==> src/shared/lrsa_defines.svh <==
`ifndef LRSA_DEFINES_SVH
`define LRSA_DEFINES_SVH

// ----------------------------------------
// Register offsets
// ----------------------------------------
`define LRSA_ADDR_SEC 16'h0200
`define LRSA_ADDR_MIN 16'h0201
`define LRSA_ADDR_HR 16'h0202
`define LRSA_ADDR_DAY 16'h0203
`define LRSA_ADDR_MON 16'h0204
`define LRSA_ADDR_YR 16'h0205
`define LRSA_ADDR_INT_LO 16'h0206
`define LRSA_ADDR_INT_HI 16'h0207
`define LRSA_ADDR_THR_LO 16'h0208
`define LRSA_ADDR_THR_HI 16'h0209
`define LRSA_ADDR_RES_LO 16'h020C
`define LRSA_ADDR_RES_HI 16'h020D
`define LRSA_ADDR_ALM_CTRL 16'h0210
`define LRSA_ADDR_RTC_CTRL 16'h0212
`define LRSA_ADDR_ALM_STAT 16'h0214

// ----------------------------------------
// Writable bit masks (fixed-zero cells cleared)
// ----------------------------------------
`define LRSA_MASK_SEC 8'h7F
`define LRSA_MASK_HR 8'h7F
`define LRSA_MASK_DAY 8'h3F
`define LRSA_MASK_MON 8'h9F
`define LRSA_MASK_INT_HI 8'h3F
`define LRSA_MASK_CTRL 8'h03

// ----------------------------------------
// Field positions
// ----------------------------------------
`define LRSA_HR_MODE12 6
`define LRSA_HR_PM20 5
`define LRSA_HR_TEN 4
`define LRSA_MON_CENTURY_TOGGLE 7
`define LRSA_CTRL_B0 0
`define LRSA_CTRL_B1 1
`define LRSA_ALM_STAT_FIXED 8'h70

// ----------------------------------------
// Reset values, result codes and minute prescale limit
// ----------------------------------------
`define LRSA_RST_ZERO 8'h00
`define LRSA_RST_ONE 8'h01
`define LRSA_RES_OVER_HI 8'hFF
`define LRSA_RES_OVER_LO16 8'hE0
`define LRSA_SEC_PER_MIN 6'h3B

// ----------------------------------------
// Timing
// ----------------------------------------
`define LRSA_CLK_PERIOD_NS 10
`define LRSA_TICK_PERIOD_NS 1000000000
`define LRSA_TICK_CYCLES (`LRSA_TICK_PERIOD_NS / `LRSA_CLK_PERIOD_NS)

`endif

==> src/shared/lrsa_pkg.sv <==
package lrsa_pkg;

  // Full state of the clock, calendar and measurement registers
  typedef struct packed {
    logic [26:0] div;
    logic tick;
    logic [7:0] sec;
    logic [7:0] min;
    logic [7:0] hr;
    logic [7:0] day;
    logic [7:0] mon;
    logic [7:0] yr;
    logic [7:0] int_lo;
    logic [7:0] int_hi;
    logic [7:0] thr_lo;
    logic [7:0] thr_hi;
    logic [7:0] res_lo;
    logic [7:0] res_hi;
    logic [1:0] alm_ctrl;
    logic [1:0] rtc_ctrl;
    logic flag_lo;
    logic flag_hi;
    logic [7:0] rdata;
  } lrsa_state_s;

  // Sample timer state
  typedef struct packed {
    logic [5:0] presc;
    logic [13:0] cnt;
    logic req;
  } lrsa_timer_s;

endpackage : lrsa_pkg

==> src/shared/lrsa_timer_if.sv <==
`timescale 1ns/1ps

interface lrsa_timer_if;
  logic tick_1s;
  logic run;
  logic unit_sec;
  logic [13:0] interval;
  logic conv_req;

  modport ctrl (output tick_1s, output run, output unit_sec, output interval, input conv_req);
  modport timer (input tick_1s, input run, input unit_sec, input interval, output conv_req);
endinterface : lrsa_timer_if

==> src/core/lrsa_sample_timer.sv <==
`timescale 1ns/1ps
`include "lrsa_defines.svh"

module lrsa_sample_timer (
  // Clock and reset
  input wire logic clk,
  input wire logic arst_n,
  // Link to the clock block
  lrsa_timer_if.timer tif
);

  lrsa_pkg::lrsa_timer_s t_reg;
  lrsa_pkg::lrsa_timer_s t_next;
  logic [13:0] cnt_inc;

  // Unit prescale, interval count and conversion request
  always_comb begin
    t_next = t_reg;
    t_next.req = 1'b0;
    cnt_inc = 14'(t_reg.cnt + 14'h0001);
    if (!tif.run) begin
      t_next.presc = '0;
      t_next.cnt = '0;
    end else if (tif.tick_1s) begin
      // Minutes are built from seconds so both units share one timebase
      if (tif.unit_sec || t_reg.presc == `LRSA_SEC_PER_MIN) begin
        t_next.presc = '0;
        // A zero interval matches only when the 14-bit count wraps, after 16384 units
        if (cnt_inc == tif.interval) begin
          t_next.cnt = '0;
          t_next.req = 1'b1;
        end else begin
          t_next.cnt = cnt_inc;
        end
      end else begin
        t_next.presc = 6'(t_reg.presc + 6'h01);
      end
    end
  end

  // State register
  always_ff @(posedge clk or negedge arst_n) begin
    if (!arst_n) begin
      t_reg <= '0;
    end else begin
      t_reg <= t_next;
    end
  end

  assign tif.conv_req = t_reg.req;
endmodule : lrsa_sample_timer

==> src/core/lrsa_top.sv <==
// Function
// - Clock and calendar values held as BCD
// - Fixed-zero clock bits always read zero
// - Hours bit 6 selects 12-hour mode
// - Hours bit 5 is PM or twenties
// - Century bit writable, toggles on year wrap
// - Leap February when year divisible by four
// - Interval is 14-bit, top bits zero
// - Interval counted in seconds or minutes
// - Interval registers locked during a mission
// - High result valid, low five bits zero
// - Low result undefined in 8-bit mode
// - Out-of-range results give fixed codes
// - Results unsigned, half or sixteenth degree
// - Alarms compare only the high byte
// - Low alarm flag when enabled and at or below
// - High alarm flag when enabled and at or above
// - Alarm flags visible in alarm status
// - Alarm control locked, bits 2-7 zero
// - Unit select at clock control bit 1
// - Format select: 0 8-bit, 1 16-bit
`timescale 1ns/1ps
`include "lrsa_defines.svh"

module lrsa_top #(
  parameter int TICK_CYCLES = `LRSA_TICK_CYCLES
) (
  // Clock and reset
  input wire logic clk,
  input wire logic arst_n,
  // Register port
  input wire logic [15:0] reg_addr,
  input wire logic reg_wr,
  input wire logic [7:0] reg_wdata,
  input wire logic reg_rd,
  output logic [7:0] reg_rdata,
  // Mission control
  input wire logic mission_active,
  input wire logic log_format_select,
  input wire logic alarm_flag_clear,
  // Conversion
  output logic conv_req,
  input wire logic conv_done,
  input wire logic conv_under,
  input wire logic conv_over,
  input wire logic [10:0] conv_code,
  // Status
  output logic oscillator_enable,
  output logic low_alarm_flag,
  output logic high_alarm_flag
);

  lrsa_pkg::lrsa_state_s s_reg;
  lrsa_pkg::lrsa_state_s s_next;
  lrsa_timer_if tif ();

  // ----------------------------------------
  // Helpers
  // ----------------------------------------
  // Next BCD value, units roll into tens
  function automatic logic [7:0] bcd_inc(input logic [7:0] v);
    if (v[3:0] == 4'h9) begin
      return {4'(v[7:4] + 4'h1), 4'h0};
    end else begin
      return {v[7:4], 4'(v[3:0] + 4'h1)};
    end
  endfunction : bcd_inc

  // Year 00 counts as leap; no century exception
  function automatic logic is_leap(input logic [7:0] y);
    if (y[4]) begin
      return y[3:0] == 4'h2 || y[3:0] == 4'h6;
    end else begin
      return y[3:0] == 4'h0 || y[3:0] == 4'h4 || y[3:0] == 4'h8;
    end
  endfunction : is_leap

  // Last day of the month in BCD
  function automatic logic [7:0] last_day(input logic [4:0] m, input logic [7:0] y);
    case (m)
      5'h02: last_day = is_leap(y) ? 8'h29 : 8'h28;
      5'h04, 5'h06, 5'h09, 5'h11: last_day = 8'h30;
      default: last_day = 8'h31;
    endcase
  endfunction : last_day

  // ----------------------------------------
  // Next-state logic
  // ----------------------------------------
  logic c_min;
  logic c_hr;
  logic c_day;
  logic c_mon;
  logic c_yr;
  logic lock;
  logic [7:0] nres_hi;
  logic [7:0] nres_lo;
  logic [7:0] mtmp;

  // Timebase, calendar, register writes, results, alarms and reads
  always_comb begin
    s_next = s_reg;
    s_next.tick = 1'b0;
    c_min = 1'b0;
    c_hr = 1'b0;
    c_day = 1'b0;
    c_mon = 1'b0;
    c_yr = 1'b0;
    mtmp = 8'h00;
    nres_hi = s_reg.res_hi;
    nres_lo = s_reg.res_lo;
    lock = mission_active;

    // 1 Hz enable; the divider is cleared while the oscillator is stopped
    if (!s_reg.rtc_ctrl[`LRSA_CTRL_B0]) begin
      s_next.div = '0;
    end else if (s_reg.div == 27'(TICK_CYCLES - 1)) begin
      s_next.div = '0;
      s_next.tick = 1'b1;
    end else begin
      s_next.div = 27'(s_reg.div + 27'h1);
    end

    // Calendar carry chain, all digits kept in BCD
    if (s_reg.tick) begin
      c_min = s_reg.sec[6:0] == 7'h59;
      s_next.sec = c_min ? 8'h00 : bcd_inc(s_reg.sec);
    end
    if (c_min) begin
      c_hr = s_reg.min[6:0] == 7'h59;
      s_next.min = c_hr ? 8'h00 : bcd_inc(s_reg.min);
    end
    if (c_hr) begin
      if (s_reg.hr[`LRSA_HR_MODE12]) begin
        // 11 -> 12 flips AM/PM; the day ends at 11 PM -> 12 AM
        if (s_reg.hr[4:0] == 5'h12) begin
          s_next.hr[4:0] = 5'h01;
        end else if (s_reg.hr[4:0] == 5'h11) begin
          s_next.hr[4:0] = 5'h12;
          s_next.hr[`LRSA_HR_PM20] = ~s_reg.hr[`LRSA_HR_PM20];
          c_day = s_reg.hr[`LRSA_HR_PM20];
        end else begin
          mtmp = bcd_inc({3'b000, s_reg.hr[4:0]});
          s_next.hr[4:0] = mtmp[4:0];
        end
      end else begin
        // Bit 5 is the twenties digit in 24-hour mode
        if (s_reg.hr[5:0] == 6'h23) begin
          s_next.hr[5:0] = 6'h00;
          c_day = 1'b1;
        end else if (s_reg.hr[3:0] == 4'h9) begin
          s_next.hr[5:0] = s_reg.hr[`LRSA_HR_TEN] ? 6'h20 : 6'h10;
        end else begin
          s_next.hr[3:0] = 4'(s_reg.hr[3:0] + 4'h1);
        end
      end
    end
    if (c_day) begin
      c_mon = s_reg.day == last_day(s_reg.mon[4:0], s_reg.yr);
      s_next.day = c_mon ? `LRSA_RST_ONE : bcd_inc(s_reg.day);
    end
    if (c_mon) begin
      c_yr = s_reg.mon[4:0] == 5'h12;
      mtmp = bcd_inc({3'b000, s_reg.mon[4:0]});
      s_next.mon[4:0] = c_yr ? 5'h01 : mtmp[4:0];
    end
    if (c_yr) begin
      if (s_reg.yr == 8'h99) begin
        s_next.yr = 8'h00;
        s_next.mon[`LRSA_MON_CENTURY_TOGGLE] = ~s_reg.mon[`LRSA_MON_CENTURY_TOGGLE];
      end else begin
        s_next.yr = bcd_inc(s_reg.yr);
      end
    end

    // Host writes land after the tick so the written value wins
    if (reg_wr) begin
      case (reg_addr)
        `LRSA_ADDR_SEC: s_next.sec = reg_wdata & `LRSA_MASK_SEC;
        `LRSA_ADDR_MIN: s_next.min = reg_wdata & `LRSA_MASK_SEC;
        `LRSA_ADDR_HR: s_next.hr = reg_wdata & `LRSA_MASK_HR;
        `LRSA_ADDR_DAY: s_next.day = reg_wdata & `LRSA_MASK_DAY;
        `LRSA_ADDR_MON: s_next.mon = reg_wdata & `LRSA_MASK_MON;
        `LRSA_ADDR_YR: s_next.yr = reg_wdata;
        `LRSA_ADDR_INT_LO: if (!lock) s_next.int_lo = reg_wdata;
        `LRSA_ADDR_INT_HI: if (!lock) s_next.int_hi = reg_wdata & `LRSA_MASK_INT_HI;
        `LRSA_ADDR_THR_LO: if (!lock) s_next.thr_lo = reg_wdata;
        `LRSA_ADDR_THR_HI: if (!lock) s_next.thr_hi = reg_wdata;
        `LRSA_ADDR_ALM_CTRL: if (!lock) s_next.alm_ctrl = reg_wdata[1:0];
        `LRSA_ADDR_RTC_CTRL: if (!lock) s_next.rtc_ctrl = reg_wdata[1:0];
        default: ;
      endcase
    end

    // Result capture; the low byte only carries meaning in 16-bit mode
    if (conv_done) begin
      if (conv_under) begin
        nres_hi = 8'h00;
        nres_lo = 8'h00;
      end else if (conv_over) begin
        nres_hi = `LRSA_RES_OVER_HI;
        nres_lo = log_format_select ? `LRSA_RES_OVER_LO16 : 8'h00;
      end else begin
        nres_hi = conv_code[10:3];
        // 8-bit mode leaves the low byte undefined; zero is cheapest
        nres_lo = log_format_select ? {conv_code[2:0], 5'b00000} : 8'h00;
      end
      s_next.res_hi = nres_hi;
      s_next.res_lo = nres_lo;
    end

    // Alarm flags: a new alarm wins over a clear in the same cycle
    if (alarm_flag_clear) begin
      s_next.flag_lo = 1'b0;
      s_next.flag_hi = 1'b0;
    end
    if (conv_done && mission_active) begin
      if (s_reg.alm_ctrl[`LRSA_CTRL_B0] && nres_hi <= s_reg.thr_lo) begin
        s_next.flag_lo = 1'b1;
      end
      if (s_reg.alm_ctrl[`LRSA_CTRL_B1] && nres_hi >= s_reg.thr_hi) begin
        s_next.flag_hi = 1'b1;
      end
    end

    // Read data is held until the next read; unmapped offsets read zero
    if (reg_rd) begin
      case (reg_addr)
        `LRSA_ADDR_SEC: s_next.rdata = s_reg.sec;
        `LRSA_ADDR_MIN: s_next.rdata = s_reg.min;
        `LRSA_ADDR_HR: s_next.rdata = s_reg.hr;
        `LRSA_ADDR_DAY: s_next.rdata = s_reg.day;
        `LRSA_ADDR_MON: s_next.rdata = s_reg.mon;
        `LRSA_ADDR_YR: s_next.rdata = s_reg.yr;
        `LRSA_ADDR_INT_LO: s_next.rdata = s_reg.int_lo;
        `LRSA_ADDR_INT_HI: s_next.rdata = s_reg.int_hi;
        `LRSA_ADDR_THR_LO: s_next.rdata = s_reg.thr_lo;
        `LRSA_ADDR_THR_HI: s_next.rdata = s_reg.thr_hi;
        `LRSA_ADDR_RES_LO: s_next.rdata = s_reg.res_lo;
        `LRSA_ADDR_RES_HI: s_next.rdata = s_reg.res_hi;
        `LRSA_ADDR_ALM_CTRL: s_next.rdata = {6'b000000, s_reg.alm_ctrl};
        `LRSA_ADDR_RTC_CTRL: s_next.rdata = {6'b000000, s_reg.rtc_ctrl};
        `LRSA_ADDR_ALM_STAT: begin
          s_next.rdata = `LRSA_ALM_STAT_FIXED | {6'b000000, s_reg.flag_hi, s_reg.flag_lo};
        end
        default: s_next.rdata = 8'h00;
      endcase
    end
  end

  // ----------------------------------------
  // State register
  // ----------------------------------------
  // Calendar starts at 00:00:00, day 01, month 01, year 00
  always_ff @(posedge clk or negedge arst_n) begin
    if (!arst_n) begin
      s_reg <= '0;
      s_reg.day <= `LRSA_RST_ONE;
      s_reg.mon <= `LRSA_RST_ONE;
      s_reg.int_lo <= `LRSA_RST_ONE;
    end else begin
      s_reg <= s_next;
    end
  end

  // ----------------------------------------
  // Sample timer
  // ----------------------------------------
  // Runs only in a mission with the oscillator going
  assign tif.tick_1s = s_reg.tick;
  assign tif.run = mission_active && s_reg.rtc_ctrl[`LRSA_CTRL_B0];
  assign tif.unit_sec = s_reg.rtc_ctrl[`LRSA_CTRL_B1];
  assign tif.interval = {s_reg.int_hi[5:0], s_reg.int_lo};

  lrsa_sample_timer u_timer (
    .clk(clk),
    .arst_n(arst_n),
    .tif(tif)
  );

  // Outputs
  assign conv_req = tif.conv_req;
  assign reg_rdata = s_reg.rdata;
  assign oscillator_enable = s_reg.rtc_ctrl[`LRSA_CTRL_B0];
  assign low_alarm_flag = s_reg.flag_lo;
  assign high_alarm_flag = s_reg.flag_hi;
endmodule : lrsa_top

==> config.mk <==
export PLATFORM = sky130hd
export DESIGN_NAME = lrsa_top
export DESIGN_NICKNAME = d
export VERILOG_FILES = /design/src/shared/lrsa_pkg.sv /design/src/shared/lrsa_timer_if.sv /design/src/core/lrsa_sample_timer.sv /design/src/core/lrsa_top.sv
export VERILOG_INCLUDE_DIRS = /design/src /design/src/shared
export SDC_FILE = /design/constraint.sdc
export NUM_CORES = 1
export LEC_CHECK = 0
export ABC_AREA = 0
export BUFFER_PORTS_ARGS = -buffer_cell sky130_fd_sc_hd__buf_2
export CAP_MARGIN = 20
export CORE_MARGIN = 2
export CORE_UTILIZATION = 25
export CTS_CLUSTER_DIAMETER = 150
export CTS_CLUSTER_SIZE = 10
export DETAILED_ROUTE_END_ITERATION = 6
export PLACE_DENSITY = 0.48
export SKIP_CTS_REPAIR_TIMING = 1
export SLEW_MARGIN = 5
export SYNTH_ARGS = -nofsm -noshare
export SYNTH_HDL_FRONTEND = slang
export SYNTH_SLANG_ARGS = --single-unit
==> constraint.sdc <==
create_clock -name clk -period 6.7 [get_ports clk]
set_input_delay 0.335 -clock clk [delete_from_list [all_inputs] [get_ports clk]]
set_output_delay 0.335 -clock clk [all_outputs]
set_load 0.02 [all_outputs]
==> reports/metrics.cfg, run 1 <==
[timing]
worst_slew_pin_slew_ns = 1.02
hold_viol = 39
finalSetupTns_ns = 0
timing.final.crit_share_pct = 51.9
skew_ns = 0.0148
grt_setup_unrepaired = false
whs_ns = -0.0462
drv_slew = 0
max_freq_ghz = 0.287
slew_headroom_pct = 31.7
setup_viol = 0
fin_crit_ns = 3.48
setup_ws_ns = 3.22

[worst_setup_path]
r2r_slack_ns = 3.22
r2r-end = s_reg[68]
cp_max_fo = 17
worst_setup_path_end_kind = flip-flop
reg2regPathDepth = 7
arrival_ns = 3.84
path_class = reg2reg
cp.required_ns = 7.06
start_kind = flip-flop
r2r_start = s_reg[73]

[route]
via_per_inst = 5.11
drtAntennaViolNets = 0
m1WireLength_um = 14000
wirelength_um = 28100
drc = 0
detail_route.iter0.violations = 505
vias = 7767
firstDrtPassIters = 4
wl_met3_um = 1180
maxUsedRoutingLayer = met4
wl_per_cell_um = 18.5
wl_met2_um = 12700

[yosys]
synth_largest_area_cell = dfrtp_1
async_flop_share_pct = 100
synth_area_mm2 = 0.00934
synth_cells = 1023
synth.yosys.warnings = 0
postSynthAreaPerCell_um2 = 9.13
synthMostInstantiatedCell = dfrtp_1
syn-num-nets = 1099
synth_edf_count = 0
synth_cell_types = 74
ys.flop_type = dfrtp_1
synth_top_area_share_pct = 39.1
synth-seq-cells = 149
synth.top_cells.by_count = 146 x dfrtp_1, 113 x nor2_1, 82 x nand2_1
synth_area_leaders = dfrtp_1 39%, mux2_2 5.3%, nor2_1 4.5%, ha_1 4.2%, nand2_1 3.3%
synth-seq-area-share_pct = 40.0

[cts]
numCtsBuffers = 17
clk_pin_slew_ns = 0.07
cts_num_sinks = 149
cts.htree.levels = 4
insertion_delay_ns = 0.44
cts_tree = built
clockRootBuffer = clkbuf_16
clock_path_buffers = 2

[grt]
gr-total-overflow = 0
globalRouteTotalUtil_pct = 15.0
antenna_found_initial = 1
grt_pass1_wl_um = 45100
grt_max_degree = 87
grt_pass1_vias = 7631

[cells_and_area]
multi_input_area_mm2 = 0.00517
final_cells = 1519
syn2layout_area_growth_pct = 12.9
drive_above_1_share_pct = 15.3
fin_area_mm2 = 0.0105
largest_reg_flops = 116
nFillCells = 3866
layout.nets = 1113
ff_latch_area_mm2 = 0.00373

[placement]
place_ws_ns = 2.92
place_inst = 1485
portBuffers = 56
dp_hpwl_um = 20300
place_area_mm2 = 0.00996
gp_congestion = 0.902

[floorplanning]
die_w_um = 197
die_area_mm2 = 0.0389
coreArea_mm2 = 0.0367
row_count = 70
start_util_pct = 25.4
dieHeight_um = 197
io_pins = 57

[power]
leakage_nw = 4.38
power.density_mw_per_mm2 = 191
ir_drop_v = 0.000117

[hold_path]
hold_path_class = in2async

[outcome]
violations = hold timing
status = complete, but fails checks

[job]
drv_cap = 0

-- cell type report --
| cell class | instances | share of cell area (%) |
|---|---|---|
| clock buffer | 18 | 4.07 |
| antenna | 2 | 0.0475 |
| sequential | 149 | 35.4 |
| multi-input combinational | 768 | 49.1 |
| clock inverter | 13 | 1.38 |
| tap | 468 | 5.55 |
| timing repair buffer | 61 | 3.05 |
| inverter | 40 | 1.42 |
-- report_power, final --
part	total [mW]	switching [mW]	internal (mW)	leakage (nW)
clock network	0.970	0.418	0.553	0.286
logic	0.129	0.0852	0.0435	2.29
registers	0.919	0.00954	0.910	1.80
-- cells in the final DEF (no fill, tap or decap), drive strengths merged, types with 11 or more instances in the layout --
cell type,count
a21oi,39
a221oi,11
a22oi,13
a31oi,14
and2,17
and3,22
buf,61
clkbuf,18
dfrtp,146
ha,31
inv,46
mux2,44
mux2i,12
nand2,82
nand2b,12
nand3,40
nand4,18
nor2,113
nor3,27
o21ai,54
xnor2,29
xor2,30
-- metal layers --
layer / track usage [%] / vias to the layer above
li1: - / 3728
met1: 21.5 / 3851
met2: 23.6 / 174
met3: 2.85 / 14
met4: 2.95 / 0
met5: 0 / -
-- worst max path at each step --
stage,to,startpoint,cells past startpoint
2_1_floorplan,s_reg[68],s_reg[73],9
3_3_place_gp,s_reg[92],reg_addr[11],7
3_5_place_dp,s_reg[92],reg_addr[11],7
4_1_cts,s_reg[68],s_reg[73],7
5_1_grt,s_reg[68],s_reg[73],7
6_report,s_reg[68],s_reg[73],7
-- cells by family after synthesis --
group	after synthesis	synth area share [%]
AO/OA/AOI/OAI	215	15.7
XOR/XNOR	59	5.53
adder cells (fa/ha/maj)	31	4.15
buffers and inverters	106	4.77
flip-flops	149	40.0
multiplexers	60	7.56
AND/OR/NAND/NOR	403	22.3
-- critical path, stage by stage (launching register included) --
cell and delay [ns]:
dfrtp_1 0.49, or4b_4 0.57, or4b_4 0.51, a2111oi_4 0.36, o211a_1 0.62, nand4b_4 0.25, or4_1 0.45, a31oi_1 0.17
-- through the flow --
stage                     hold WS, ns  utilization (%)  power (mW)
after floorplan                0.0394                -        1.00
after global placement          0.467             27.1        1.07
after detailed placement        0.468             27.1        1.07
after CTS                    -0.00675             28.7        2.05
after global routing         0.000666             28.7        2.10
final                         -0.0462             28.7        2.02
No activity file was read; power rests on OpenSTA's default activity.
==> run 2, diff against run 1 <==
ABC_AREA = 1   (was 0)
clock period = 3.6 ns   (was 6.7 ns; I/O delays follow)
==> reports/metrics.cfg, run 2 <==
[outcome]
status = complete, but fails checks
violations = hold timing

[worst_setup_path]
cp_max_fo = 17  ; unchanged
critPathSlowestCell = a21oi_4
cp.required_ns = 3.90  ; -3.16 ns
reg2regPathDepth = 11  ; +4
worst_setup_path_end_kind = flip-flop
arrival_ns = 2.73  ; -1.11 ns
path_cells = inv_1 -> ha_1 -> nand2_1 -> nor2_1 -> nand3_4 -> a21oi_4 -> nand4_4 -> nor2_4 -> nor2_1 -> nand2_1 -> o21ai_1
start_kind = flip-flop
path_class = reg2reg
critPathMaxStageDelay_ns = 0.47  ; -0.15 ns

[yosys]
synth-seq-cells = 149  ; unchanged
synth.yosys.warnings = 0  ; unchanged
synthMostInstantiatedCell = nand2_1
ys.flop_type = dfrtp_1
synth_cells = 1355  ; +32%
synth-seq-area-share_pct = 38.7  ; -1.2 points
async_flop_share_pct = 100  ; unchanged
synth_top_area_share_pct = 37.9  ; -1.2 points
synth_largest_area_cell = dfrtp_1
synth_area_mm2 = 0.00964  ; +3.2%
synth_edf_count = 0  ; unchanged
postSynthAreaPerCell_um2 = 7.11  ; -22%
synth_area_leaders = dfrtp_1 38%, nand2_1 14%, inv_1 7.0%, o21ai_0 5.9%, nand3_1 5.3%
syn-num-nets = 1431  ; +30%
synth.top_cells.by_count = 352 x nand2_1, 181 x inv_1, 146 x dfrtp_1
synth_cell_types = 51  ; -31%

[route]
detail_route.iter0.violations = 635  ; +26%
vias = 9192  ; +18%
firstDrtPassIters = 5  ; +1
wirelength_um = 30300  ; +7.7%
wl_per_cell_um = 15.6  ; -15%
via_per_inst = 4.75  ; -7.0%
drtAntennaViolNets = 0  ; unchanged
drc = 0  ; unchanged

[power]
leakage_nw = 4.99  ; +14%
power.density_mw_per_mm2 = 345  ; +80%
ir_drop_v = 0.000339  ; +190%
p_total_mw = 3.83  ; +90%
p_seq_share_pct = 44.2  ; -1.3 points
swShare_pct = 22.9  ; -2.5 points
p_int_mw = 2.95  ; +96%
clockPowerShare_pct = 50.6  ; +2.5 points
switching_power_mw = 0.876  ; +71%
comb_power_share_pct = 5.2  ; -1.2 points

[timing]
fin_crit_ns = 2.42  ; -1.06 ns
finalSetupTns_ns = 0  ; unchanged
timing.final.crit_share_pct = 67.3  ; +15 points
worst_slew_pin_slew_ns = 0.844  ; -0.173 ns
whs_ns = -0.0145  ; +0.0317 ns
drv_slew = 0  ; unchanged
setup_viol = 0  ; unchanged
slew_headroom_pct = 43.8  ; +12 points
grt_setup_unrepaired = false
max_freq_ghz = 0.413  ; +44%
skew_ns = 0.00999  ; -0.00484 ns
hold_viol = 3  ; -92%

[grt]
grt_pass1_vias = 8939  ; +17%
grt_pass1_wl_um = 48600  ; +7.9%
gr-total-overflow = 0  ; unchanged
grt_max_degree = 83  ; -4.6%
globalRouteTotalUtil_pct = 15.3  ; +0.29 points
antenna_found_initial = 2  ; +1

[cells_and_area]
drive_above_1_share_pct = 9.00  ; -6.4 points
fin_util_pct = 29.3  ; +0.61 points
final_cells = 1934  ; +27%
syn2layout_area_growth_pct = 15.2
mostFrequentLayoutCells = 352 x nand2_1, 181 x inv_1, 146 x dfrtp_1, 134 x nor2_1, 114 x o21ai_0
antenna_cells = 0  ; -2
largest_reg_flops = 116  ; unchanged
final_common_cell = nand2_1
layout.nets = 1487  ; +34%
nFillCells = 4191  ; +8.4%

[floorplanning]
die_area_mm2 = 0.0401  ; +3.1%
start_util_pct = 25.5  ; about the same
die_w_um = 200  ; +1.6%
io_pins = 57  ; unchanged
row_count = 71  ; +1.4%
dieHeight_um = 200  ; +1.6%
coreArea_mm2 = 0.0378  ; +3.1%

[cts]
clk_pin_slew_ns = 0.07  ; about the same
clockRootBuffer = clkbuf_16
numCtsBuffers = 17  ; unchanged
cts_tree = built
cts_num_sinks = 149  ; unchanged
insertion_delay_ns = 0.44  ; about the same
clock_path_buffers = 2  ; unchanged
cts.htree.levels = 4  ; unchanged

[placement]
gp_congestion = 0.880  ; -2.4%
dp_hpwl_um = 22900  ; +13%
place_inst = 1898  ; +28%
portBuffers = 56  ; unchanged

[hold_path]
hold_path_class = in2reg
hold_depth = 3

[job]
drv_cap = 0  ; unchanged

run 2: cell type report:
class                           instances  area, um2  area share [%]
Clock buffer                           23        478            4.30
Tap cell                              511        639            5.76
Multi-Input combinational cell        990       5030            45.3
Inverter                              186        698            6.29
Sequential cell                       149       3730            33.6
Timing Repair Buffer                   67        382            3.44
Clock inverter                          8        148            1.33
run 2: logic make-up after synthesis:
kind of cell,count (synthesis),synth area share [%]
AO/OA/AOI/OAI,220,12.8
XOR/XNOR,29,2.64
adder cells (fa/ha/maj),31,4.02
buffers and inverters,216,9.13
flip-flops,149,38.7
multiplexers,1,0.104
AND/OR/NAND/NOR,709,32.6
run 2: worst paths after layout:
kind,slack (ns),end,from
min in group asynchronous,0.36,s_reg[100],arst_n
max reg2reg,1.18,s_reg[72],s_reg[99]
max in group asynchronous,2.31,s_reg[122],arst_n
max,1.18,s_reg[72],s_reg[99]
min reg2reg,0.47,s_reg[111],s_reg[111]
min,-0.01,s_reg[63],reg_wdata[1]
run 2: metal layers:
metal  vias to the layer above  global-route usage [%]  share of wire [%]
met1                      4376                    21.3                 49
met5                         -                       0              0.083
met2                       202                    24.0                 44
met3                        37                    3.34                4.7
li1                       4573                       -                  -
met4                         4                    4.07                1.7
run 2: critical path: cells and delay by family (launching register included):
| family | cells | cell delay, ns |
|---|---|---|
| AOI/OAI and AO/OA | 2 | 0.52 |
| adders and majority gates | 1 | 0.20 |
| buffers and inverters | 1 | 0.14 |
| DFF | 1 | 0.41 |
| and+or+nand+nor | 7 | 1.02 |
run 2: through the flow:
step / instance area, um2 / setup WS [ns]
finish: 11100 / 1.18
global route: 11100 / 0.895
CTS: 11100 / 1.19
detailed placement: 10400 / 1.18
global placement: 10400 / 1.21
floorplan: 9640 / 1.72
run 2: power by group through the flow:
stage | sequential (mW) | combinational, mW | clock [mW]
3_5_place_dp | 1.72 | 0.199 | 0
5_1_grt | 1.69 | 0.227 | 2.07
3_3_place_gp | 1.72 | 0.195 | 0
6_report | 1.69 | 0.199 | 1.94
4_1_cts | 1.69 | 0.199 | 1.99
2_1_floorplan | 1.72 | 0.0846 | 0
